**src/design/pvf_pkg.sv**
```systemverilog
// Purpose: shared constants for the channel voltage and foldback register bank
// Assumes: serial command interface, 14-bit voltage codes from the measurement front end
// Notes:   command codes double as register addresses
package pvf_pkg;

    // command codes
    localparam logic [7:0] CMD_CH2_VOLT      = 8'h36;
    localparam logic [7:0] CMD_CH3_VOLT      = 8'h3A;
    localparam logic [7:0] CMD_CH4_VOLT      = 8'h3E;
    localparam logic [7:0] CMD_FOLDBACK      = 8'h40;

    // field layout
    localparam int         VOLT_W            = 14;
    localparam int         FB_LSB            = 4;
    localparam int         FB_W              = 4;
    localparam int         NUM_VCH           = 3;

    // reset values
    localparam logic [13:0] VOLT_RESET       = 14'h0000;
    localparam logic [3:0]  FB_RESET         = 4'h0;
    localparam logic [7:0]  PAD_ZERO         = 8'h00;

    // scaling of a voltage count
    localparam real         VSTEP_MV         = 3.662;
    localparam real         VFULL_SCALE_V    = 60.0;

    // default limit codes handed to the current-limit circuit
    localparam logic [7:0]  LIMIT_NORMAL     = 8'h10;
    localparam logic [7:0]  LIMIT_DOUBLE     = 8'h20;

    // default 7-bit serial address, arbitrary
    localparam logic [6:0]  DEV_ADDR_DEFAULT = 7'h20;

    typedef enum logic [3:0] {
        ST_IDLE,
        ST_ADDR,
        ST_ACK_ADDR,
        ST_CMD,
        ST_ACK_CMD,
        ST_WDATA,
        ST_ACK_W,
        ST_RDATA,
        ST_ACK_R
    } pvf_state_type;

endpackage

```
**src/design/pvf_volt_chan.sv**
```systemverilog
// Purpose: one channel voltage result: supply minus drain, zero while off
// Assumes: codes arrive on the system clock with a one-cycle valid strobe
// Notes:   result already in steps of one count
`timescale 1ns/1ps
module pvf_volt_chan
    import pvf_pkg::*;
(
    // clock and reset
    input  wire logic                clk,
    input  wire logic                rst,
    // measurement
    input  wire logic                meas_valid,
    input  wire logic                chan_on,
    input  wire logic [VOLT_W-1:0]   supply_code,
    input  wire logic [VOLT_W-1:0]   drain_code,
    // result
    output logic      [VOLT_W-1:0]   result
);

    typedef struct packed {
        logic [VOLT_W-1:0] res;
    } pvf_chan_type;

    pvf_chan_type st_reg;
    pvf_chan_type st_next;

    always_comb begin
        st_next = st_reg;
        if (!chan_on) begin
            st_next.res = VOLT_RESET;
        end else if (meas_valid) begin
            // drain above supply would wrap; clamp instead
            if (drain_code > supply_code) begin
                st_next.res = VOLT_RESET;
            end else begin
                st_next.res = supply_code - drain_code;
            end
        end
    end

    always_ff @(posedge clk) begin
        if (rst) begin
            st_reg <= '{res: VOLT_RESET};
        end else begin
            st_reg <= st_next;
        end
    end

    assign result = st_reg.res;

endmodule

```
**src/design/pvf_regs.sv**
```systemverilog
// Purpose: channel voltage telemetry and double foldback select over the serial port
// Assumes: serial lines are asynchronous, front-end codes are on CLK_SYS
// Notes:   open-drain data pin split into in, out and enable
//
// Summary of operation
// - channel 3 voltage at 3Ah, low byte first
// - channel 4 voltage at 3Eh, low byte first
// - channel 2 voltage at 36h, low byte first
// - count times 3.662 mV, 60 V span
// - measured as supply minus channel drain
// - channel off reads all zero
// - foldback select at 40h, one byte RW
// - bits 7..4 enable channels 4..1, reset zero
// - set bit doubles channel current limits
`timescale 1ns/1ps
module pvf_regs
    import pvf_pkg::*;
#(
    parameter logic [6:0] DEV_ADDR = DEV_ADDR_DEFAULT
)
(
    // clock and reset
    input  wire logic                        CLK_SYS,
    input  wire logic                        RST,
    // serial command port
    input  wire logic                        SCL_IN,
    input  wire logic                        SDA_IN,
    output logic                             SDA_OUT,
    output logic                             SDA_OE,
    // measurement front end, channels 2..4 from bit 0 up
    input  wire logic                        MEAS_VALID,
    input  wire logic [NUM_VCH-1:0]          CHAN_ON,
    input  wire logic [VOLT_W-1:0]           MAIN_SUPPLY_INPUT,
    input  wire logic [NUM_VCH*VOLT_W-1:0]   CHANNEL_FET_DRAIN,
    // foldback control, channels 1..4 from bit 0 up
    output logic      [FB_W-1:0]             DOUBLE_LIMIT_ENABLE,
    output logic      [FB_W*8-1:0]           CURRENT_LIMIT_THRESHOLD
);

    typedef struct packed {
        logic [1:0]          scl_sync;
        logic [1:0]          sda_sync;
        logic                scl_d;
        logic                sda_d;
        pvf_state_type       state;
        logic [3:0]          cnt;
        logic [7:0]          sh;
        logic                rw;
        logic                acked;
        logic [7:0]          cmd;
        logic [1:0]          bidx;
        logic [15:0]         snap;
        logic                sda_oe;
        logic                sda_out;
        logic [FB_W-1:0]     fb;
        logic [FB_W*8-1:0]   lim;
    } pvf_top_type;

    pvf_top_type st_reg;
    pvf_top_type st_next;

    logic [NUM_VCH*VOLT_W-1:0] volt;

    genvar gi;
    generate
        for (gi = 0; gi < NUM_VCH; gi++) begin : g_ch
            pvf_volt_chan u_ch (
                .clk         (CLK_SYS),
                .rst         (RST),
                .meas_valid  (MEAS_VALID),
                .chan_on     (CHAN_ON[gi]),
                .supply_code (MAIN_SUPPLY_INPUT),
                .drain_code  (CHANNEL_FET_DRAIN[gi*VOLT_W +: VOLT_W]),
                .result      (volt[gi*VOLT_W +: VOLT_W])
            );
        end
    endgenerate

    // whole 16-bit view of the addressed register
    function automatic logic [15:0] reg_value(input logic [7:0] c, input logic [NUM_VCH*VOLT_W-1:0] v,
                                              input logic [FB_W-1:0] f);
        logic [15:0] r;
        r = 16'h0000;
        if (c == CMD_CH2_VOLT) begin
            r = {2'b00, v[0 +: VOLT_W]};
        end else if (c == CMD_CH3_VOLT) begin
            r = {2'b00, v[VOLT_W +: VOLT_W]};
        end else if (c == CMD_CH4_VOLT) begin
            r = {2'b00, v[2*VOLT_W +: VOLT_W]};
        end else if (c == CMD_FOLDBACK) begin
            r = {PAD_ZERO, f, 4'h0};
        end
        return r;
    endfunction

    function automatic logic [7:0] byte_of(input logic [15:0] s, input logic [1:0] idx);
        logic [7:0] b;
        b = PAD_ZERO;
        if (idx == 2'd0) begin
            b = s[7:0];
        end else if (idx == 2'd1) begin
            b = s[15:8];
        end
        return b;
    endfunction

    always_comb begin
        logic scl;
        logic sda;
        logic rise;
        logic fall;
        logic [15:0] sv;
        scl  = st_reg.scl_sync[1];
        sda  = st_reg.sda_sync[1];
        rise = scl & ~st_reg.scl_d;
        fall = ~scl & st_reg.scl_d;
        sv   = 16'h0000;
        st_next          = st_reg;
        st_next.scl_sync = {st_reg.scl_sync[0], SCL_IN};
        st_next.sda_sync = {st_reg.sda_sync[0], SDA_IN};
        st_next.scl_d    = scl;
        st_next.sda_d    = sda;
        st_next.sda_out  = 1'b0;

        if (scl && st_reg.scl_d && st_reg.sda_d && !sda) begin
            // start or repeated start
            st_next.state  = ST_ADDR;
            st_next.cnt    = 4'd0;
            st_next.sda_oe = 1'b0;
        end else if (scl && st_reg.scl_d && !st_reg.sda_d && sda) begin
            st_next.state  = ST_IDLE;
            st_next.sda_oe = 1'b0;
        end else begin
            case (st_reg.state)
                ST_ADDR, ST_CMD, ST_WDATA: begin
                    if (rise) begin
                        st_next.sh  = {st_reg.sh[6:0], sda};
                        st_next.cnt = st_reg.cnt + 4'd1;
                    end else if (fall && st_reg.cnt == 4'd8) begin
                        st_next.sda_oe = 1'b1;
                        if (st_reg.state == ST_ADDR) begin
                            if (st_reg.sh[7:1] == DEV_ADDR) begin
                                st_next.rw    = st_reg.sh[0];
                                st_next.state = ST_ACK_ADDR;
                            end else begin
                                st_next.sda_oe = 1'b0;
                                st_next.state  = ST_IDLE;
                            end
                        end else if (st_reg.state == ST_CMD) begin
                            st_next.cmd   = st_reg.sh;
                            st_next.bidx  = 2'd0;
                            st_next.state = ST_ACK_CMD;
                        end else begin
                            // only the first byte after the command lands; the rest is acked and dropped
                            if (st_reg.cmd == CMD_FOLDBACK && st_reg.bidx == 2'd0) begin
                                st_next.fb = st_reg.sh[FB_LSB +: FB_W];
                            end
                            if (st_reg.bidx != 2'd3) begin
                                st_next.bidx = st_reg.bidx + 2'd1;
                            end
                            st_next.state = ST_ACK_W;
                        end
                    end
                end
                ST_ACK_ADDR: begin
                    if (fall) begin
                        st_next.cnt = 4'd0;
                        if (st_reg.rw) begin
                            // snapshot keeps low and high bytes from the same sample
                            sv             = reg_value(st_reg.cmd, volt, st_reg.fb);
                            st_next.snap   = sv;
                            st_next.bidx   = 2'd0;
                            st_next.sh     = sv[7:0];
                            st_next.sda_oe = ~sv[7];
                            st_next.state  = ST_RDATA;
                        end else begin
                            st_next.sda_oe = 1'b0;
                            st_next.state  = ST_CMD;
                        end
                    end
                end
                ST_ACK_CMD, ST_ACK_W: begin
                    if (fall) begin
                        st_next.sda_oe = 1'b0;
                        st_next.cnt    = 4'd0;
                        st_next.state  = ST_WDATA;
                    end
                end
                ST_RDATA: begin
                    if (rise) begin
                        st_next.cnt = st_reg.cnt + 4'd1;
                    end else if (fall) begin
                        if (st_reg.cnt == 4'd8) begin
                            st_next.sda_oe = 1'b0;
                            st_next.state  = ST_ACK_R;
                        end else begin
                            st_next.sh     = {st_reg.sh[6:0], 1'b0};
                            st_next.sda_oe = ~st_reg.sh[6];
                        end
                    end
                end
                ST_ACK_R: begin
                    if (rise) begin
                        st_next.acked = ~sda;
                    end else if (fall) begin
                        if (st_reg.acked) begin
                            // high byte follows low byte; past the pair reads zero
                            st_next.bidx   = (st_reg.bidx == 2'd3) ? 2'd3 : st_reg.bidx + 2'd1;
                            st_next.sh     = byte_of(st_reg.snap, st_next.bidx);
                            st_next.sda_oe = ~st_next.sh[7];
                            st_next.cnt    = 4'd0;
                            st_next.state  = ST_RDATA;
                        end else begin
                            st_next.state = ST_IDLE;
                        end
                    end
                end
                default: begin
                    st_next.sda_oe = 1'b0;
                end
            endcase
        end

        for (int i = 0; i < FB_W; i++) begin
            st_next.lim[i*8 +: 8] = st_next.fb[i] ? LIMIT_DOUBLE : LIMIT_NORMAL;
        end
    end

    always_ff @(posedge CLK_SYS) begin
        if (RST) begin
            st_reg          <= '0;
            st_reg.scl_sync <= 2'b11;
            st_reg.sda_sync <= 2'b11;
            st_reg.scl_d    <= 1'b1;
            st_reg.sda_d    <= 1'b1;
            st_reg.state    <= ST_IDLE;
            st_reg.fb       <= FB_RESET;
            st_reg.lim      <= {FB_W{LIMIT_NORMAL}};
        end else begin
            st_reg <= st_next;
        end
    end

    assign SDA_OUT                 = st_reg.sda_out;
    assign SDA_OE                  = st_reg.sda_oe;
    assign DOUBLE_LIMIT_ENABLE     = st_reg.fb;
    assign CURRENT_LIMIT_THRESHOLD = st_reg.lim;

endmodule

```
**config.mk**
```make
export PLATFORM = sky130hd
export DESIGN_NAME = pvf_regs
export DESIGN_NICKNAME = d
export VERILOG_FILES = /design/src/design/pvf_pkg.sv /design/src/design/pvf_volt_chan.sv /design/src/design/pvf_regs.sv
export SDC_FILE = /design/constraint.sdc
export NUM_CORES = 1
export LEC_CHECK = 0
export BUFFER_PORTS_ARGS = -buffer_cell sky130_fd_sc_hd__buf_2
export CORE_UTILIZATION = 53
export CTS_CLUSTER_SIZE = 10
export DETAILED_ROUTE_END_ITERATION = 12
export HOLD_SLACK_MARGIN = 0.02
export PLACE_DENSITY = 0.86
export SYNTH_ARGS = -nofsm -noshare
export SYNTH_HDL_FRONTEND = slang
export SYNTH_SLANG_ARGS = --single-unit
```
**constraint.sdc**
```tcl
create_clock -name CLK_SYS -period 2.5 [get_ports CLK_SYS]
set_input_delay 0.25 -clock CLK_SYS [delete_from_list [all_inputs] [get_ports CLK_SYS]]
set_output_delay 0.25 -clock CLK_SYS [all_outputs]
set_load 0.05 [all_outputs]
```
==> run metrics, run 1 <==
die area=13,900 um2; register bit total from synthesis=99; detailed placement HPWL=14.0 mm; Worst Setup EP=g_ch[2].u_ch.result[11]; CTS tree=built; vias in the first global route=roughly 6,300; routed len/inst=around 16 um; hold buffer count at cts=0; # fillers=1,142; mapped cell area=~7000 um2; drt pass-1 iters=5; Mapped Cells=around 900; Worst EP required=between 2000 and 3000 ps; crit path from=MAIN_SUPPLY_INPUT[0]; number of flip-flops in the largest register=44; CP Depth=11; Final Hold Vio Count=0; Worst-path clk slew=80 ps; Slew headroom=46.4%; ys async rst share=0%; final wirelength=18.0 mm; Total GRT Usage=about a quarter; Layout area overhead=11.8%; critical path's top delay family=compound AO/OA/AOI/OAI gates; dpl cells=between 1,000 and 1,500; Syn Area/Cell=about 8.0 um2; Reg2Reg Launch Point=st_reg[78]; port bufs=76; non-filler cells, final=around 1,200; clk sinks=slightly below 100; Yosys Warn Count=0; startpoint class of the critical path=primary input; floorplan row count=42; clock buffer depth=2; CP dominant cell by count=inv_1; core area=between 10,000 and 15,000 um2; antenna violations before repair=0; htree depth=3; ratio of cells with drive above 1 in the final layout=between 15 and 20%; CP peak stage delay=approximately 400 ps; worst slew pin tran=between 800 and 900 ps; Final setup viols=0; Hold Path Class=primary input to flip-flop; number of enable flip-flop cells after synthesis=0; TritonCTS Buffers=9; VDD IR-drop max=between 0.3 and 0.4 mV; Chip Width=~120 um; Resize count post-CTS=0; CP Capture Type=flip-flop; library cells used by synthesis=a little over 80; Vias/cell=5.85; r2r endpoint=st_reg[67]; via count=around 6,700; Crit path arrival time=between 2000 and 3000 ps; Critical Path Fanout Max=4; final hold slack=approximately 65 ps; Worst Skew=11.9 ps; RePlAce Congestion=approximately 0.92; GR Overflow Total=0; CP Cell Sequence=buf_2 > inv_1 > ha_1 > inv_1 > fa_1 > a211oi_2 > o21ai_0 > a311oi_2 > a21oi_2 > a31o_2 > a32o_1; Power Density=between 500 and 600 nW/um2; static leakage=between 3 and 4 nW; ant diodes=0; Residual DRC=0; Initial Util=~54%; Final nets=about 1,100; unrepaired setup endpoints after global routing=false; Die Span Y=118 um; largest net degree at the start of global routing=34; worst reg-to-reg path cell count=7; Peak Freq=between 0.4 and 0.5 GHz; clock root cell=clkbuf_16; Worst-Skew Late Latency=360 ps; post-synthesis sequential area ratio=between 20% and 30%; r2r setup slk=around 180 ps; Max Transition Viols Final=0; Tcrit/Tclk final=93.0%; crit path buf inv count=3; DR iter-0 viols=~640; first-pass GRT wire length=29.6 mm; minimum clock period after layout=2320 ps; CP Class=primary input to flip-flop; Routed Antenna Nets=0; Max Cap Viol=0; Synth Flop Type=dfxtp_1; I/O pins=around 100; status=finished clean; post-CTS setup buffer count=0; final total power=between 0.004 and 0.005 W; CP max stage cell=fa_1; total negative setup slack=0 ps
==> power breakdown <==
part / switching (W) / internal [W] / leakage, nW / total, W
logic: 0.000565 / 0.000372 / 2.39 / 0.000938
registers: 0.0000333 / 0.00161 / 0.801 / 0.00165
clock network: 0.000641 / 0.000812 / 0.147 / 0.00145
total: 0.00124 / 0.00280 / 3.34 / 0.00404
==> worst min-delay path by stage <==
| stage | startpoint | end | slack [ps] | cells after the start |
|---|---|---|---|---|
| floorplan | SDA_IN | st_next[85] | 350 | 1 |
| global placement | st_next[87] | st_next[83] | 400 | 1 |
| detailed placement | st_next[85] | st_next[82] | 420 | 1 |
| CTS | SDA_IN | st_next[85] | 60 | 2 |
| global route | SDA_IN | st_next[85] | 70 | 2 |
| finish | SDA_IN | st_next[85] | 60 | 2 |
==> final cells by class <==
| class | count | area (um2) | area share (%) |
|---|---|---|---|
| clock inverter | 6 | 70.1 | 0.880 |
| sequential | 99 | 1980 | 24.9 |
| tap | 176 | 220 | 2.76 |
| timing repair buffer | 115 | 673 | 8.45 |
| multi-input combinational | 677 | 4530 | 56.8 |
| inverter | 68 | 255 | 3.20 |
| clock buffer | 10 | 239 | 3.00 |
==> routing by layer <==
metal	track usage [%]	part of all wire, %	vias to the layer above
li1	-	-	3305
met1	32.3	43	3129
met2	46.7	49	266
met3	2.81	5.6	28
met4	10.4	2.1	0
met5	0	0	-
==> kinds of logic (layout without fill, tap and decap cells) <==
logic type | after synthesis | in the layout | share of synthesized area (%)
buf+inv | 141 | 199 | 9.95
other cells | 1 | 25 | 0.0526
compound gates | 250 | 250 | 24.6
flops | 99 | 99 | 27.8
fa+ha+maj | 51 | 51 | 9.27
simple gates | 298 | 298 | 21.2
mux | 27 | 27 | 3.93
xor+xnor | 26 | 26 | 3.19
==> synth_stat cells (all sizes together), types with 8 or more instances <==
cell / instances / area [um2]
clkbuf: 18 / 67.6
mux2i: 19 / 190
o21ai: 38 / 190
a21o: 11 / 82.6
nand2: 70 / 263
or2: 10 / 62.6
buf: 55 / 387
mux2: 8 / 90.1
xor2: 10 / 87.6
a211oi: 15 / 118
a22o: 9 / 78.8
inv: 68 / 255
nand4: 8 / 50.1
nor2b: 17 / 106
a21oi: 57 / 289
ha: 48 / 601
nor3: 23 / 126
nand3: 25 / 135
a31oi: 8 / 56.3
nand2b: 13 / 81.3
nor2: 93 / 354
xnor2: 16 / 140
dfxtp: 99 / 1980
a22oi: 28 / 210
==> placed cells by master, fill, tap and decap left out, types with 7 or more instances in the layout <==
master,count
dfxtp_1,99
o21ai_0,38
a21oi_1,56
nor2b_1,17
buf_2,76
a21o_1,11
o21a_1,7
nand4_1,8
clkbuf_16,9
xnor2_1,16
xor2_1,10
mux2_2,8
or2_2,10
nand2_1,70
a22o_1,9
a31oi_1,7
buf_4,39
or3_1,7
o211ai_1,7
ha_1,48
nor2_1,91
inv_1,68
nand3_1,23
a211oi_1,14
conb_1,25
nor3_1,22
nand2b_1,13
mux2i_1,19
a22oi_1,28
==> metrics by stage <==
| stage | instance area, um2 | worst slack (ps) | utilization [%] |
|---|---|---|---|
| floorplan | 7220 | 117 | - |
| global placement | 7660 | -74.0 | 58.1 |
| detailed placement | 7660 | -149 | 58.1 |
| CTS | 7970 | 192 | 60.4 |
| global route | 7970 | 25.6 | 60.4 |
| finish | 7970 | 175 | 60.4 |
Power figures use the tool's default switching activity.
==> run 2: changes to the inputs <==
--- a/config.mk
+++ b/config.mk
@@ -10,7 +10,8 @@
 export CTS_CLUSTER_SIZE = 10
 export DETAILED_ROUTE_END_ITERATION = 12
 export HOLD_SLACK_MARGIN = 0.02
-export PLACE_DENSITY = 0.86
+export PLACE_DENSITY = 0.78
+export RECOVER_POWER = 25
 export SYNTH_ARGS = -nofsm -noshare
 export SYNTH_HDL_FRONTEND = slang
 export SYNTH_SLANG_ARGS = --single-unit
==> run 2 against run 1 <==
Against the previous run:
- first-iteration DRC count is 24% lower
- sequential share of layout area barely moved
- clock skew fell by 1.2 ps
- total power increased by 5.3%
- largest power group unchanged
- highest routed layer unchanged
==> run metrics, run 2 (synthesized netlist as in run 1, its figures left out) <==
status=finished clean; clock root cell=clkbuf_16; DR iter-0 viols=slightly below 500; Worst-path clk slew=70 ps; drt pass-1 iters=5; largest net degree at the start of global routing=between 40 and 50; Layout area overhead=12.0%; Critical Path Fanout Max=13; final wirelength=18.1 mm; startpoint class of the critical path=flip-flop; unrepaired setup endpoints after global routing=false; CP Capture Type=flip-flop; minimum clock period after layout=about 2300 ps; most frequent cells in the layout=dfxtp_1, nor2_1, nand2_1, inv_1, buf_2; Final Core Density=around three fifths; TritonCTS Buffers=9; CTS tree=built; number of flip-flops in the largest register=44; clk sinks=between 90 and 100; Slew headroom=around 45%; port bufs=76; Routed Antenna Nets=0; vias in the first global route=6,025; WL met3=around 830 um; Die Span Y=118 um; RePlAce Congestion=between 0.9 and 1; Sequential Area=1980 um2; Psw=0.00127 W; Total GRT Usage=a little over a quarter; post-CTS setup buffer count=0; Pint=between 0.002 and 0.003 W; hold buffer count at cts=0; core area=between 10,000 and 15,000 um2; CP peak stage delay=roughly 630 ps; I/O pins=102; met2 WL=approximately 8.5 mm; Max Used Layer=met4; CP Cell Sequence=nor4b_1 > clkbuf_2 > o31ai_2 > nand3_2 > or4_1 > a21oi_1; Max Cap Viol=0; commonest non-fill, non-tap cell in the layout=dfxtp_1; Initial Util=54.0%; routed len/inst=approximately 16 um; Post-Route M1 WL=8.43 mm; clock power share=between 30% and 40%; first-pass GRT wire length=roughly 30 mm; Sw Share=roughly 30%; Final nets=between 1,000 and 1,500; via count=6,633; Vias/cell=5.77; worst slew pin tran=828 ps; Power Density=~530 nW/um2; Residual DRC=0; Worst EP required=~2800 ps; Worst-Skew Late Latency=about 360 ps; htree depth=3; CP Class=flip-flop to flip-flop; Peak Freq=0.428 GHz; # fillers=around 1,200; floorplan row count=42; ant diodes=0; area of the multi-input gates=about 4500 um2; Crit path arrival time=between 2000 and 3000 ps; Tcrit/Tclk final=between 90% and 100%; logic gate share of total power=a little under a quarter; Resize count post-CTS=0; Final setup viols=0; dpl ws=-114 ps; Worst Skew=10.7 ps; VDD IR-drop max=~0.31 mV; worst setup margin=162 ps; Final Hold Vio Count=0; antenna violations before repair=0; die area=roughly 14,000 um2; clock buffer depth=2; Chip Width=about 120 um; ratio of cells with drive above 1 in the final layout=~16%; Max Transition Viols Final=0; GR Overflow Total=0; detailed placement HPWL=approximately 14 mm; CP max stage cell=dfxtp_1; Hold Path Class=primary input to flip-flop; static leakage=roughly 3.3 nW; sequential power share=roughly 39%
-- run 2: worst max-delay path, delay by kind of cell (launching register included) --
kind                   cells  cell delay [ps]
AO/OA/AOI/OAI              2              460
buffers and inverters      1              270
flip-flops                 1              630
AND/OR/NAND/NOR            3              900
-- run 2: final timing paths --
| path | cells past startpoint | start | end | slack [ps] |
|---|---|---|---|---|
| setup / recovery | 6 | st_reg[81] | st_reg[77] | 160 |
| hold / removal | 2 | SDA_IN | st_next[85] | 80 |
| setup reg to reg | 6 | st_reg[81] | st_reg[77] | 160 |
| hold reg to reg | 1 | st_next[87] | st_next[83] | 420 |
-- run 2: layer usage --
metal	global-route usage [%]	up-vias
li1	-	3312
met1	35.2	3058
met2	44.3	234
met3	2.86	29
met4	8.25	0
met5	0	-
-- run 2: through the flow --
stage | total power (W) | cells | hold slack (ps) | TNS [ps] | cell area [um2]
2_1_floorplan | 0.00238 | 917 | 354 | 0 | 7220
3_3_place_gp | 0.00262 | 1133 | 408 | -155 | 7650
3_5_place_dp | 0.00263 | 1133 | 402 | -1120 | 7650
4_1_cts | 0.00425 | 1149 | 77.4 | 0 | 8010
5_1_grt | 0.00441 | 1149 | 78.8 | 0 | 7990
6_report | 0.00425 | 1149 | 81.2 | 0 | 7990
-- run 2: layout make-up --
| cell class | count | area share [%] |
|---|---|---|
| clock buffer | 9 | 2.82 |
| clock inverter | 7 | 1.60 |
| inverter | 68 | 3.20 |
| multi-input combinational | 677 | 56.7 |
| sequential | 99 | 24.8 |
| tap | 176 | 2.76 |
| timing repair buffer | 113 | 8.05 |
-- run 2: power groups by stage --
stage / Combinational, W / Sequential (W) / Clock, W
after floorplan: 0.000710 / 0.00167 / 0
after global placement: 0.000933 / 0.00168 / 0
after detailed placement: 0.000942 / 0.00168 / 0
after CTS: 0.000947 / 0.00165 / 0.00166
after global routing: 0.00105 / 0.00165 / 0.00171
final: 0.000965 / 0.00165 / 0.00164
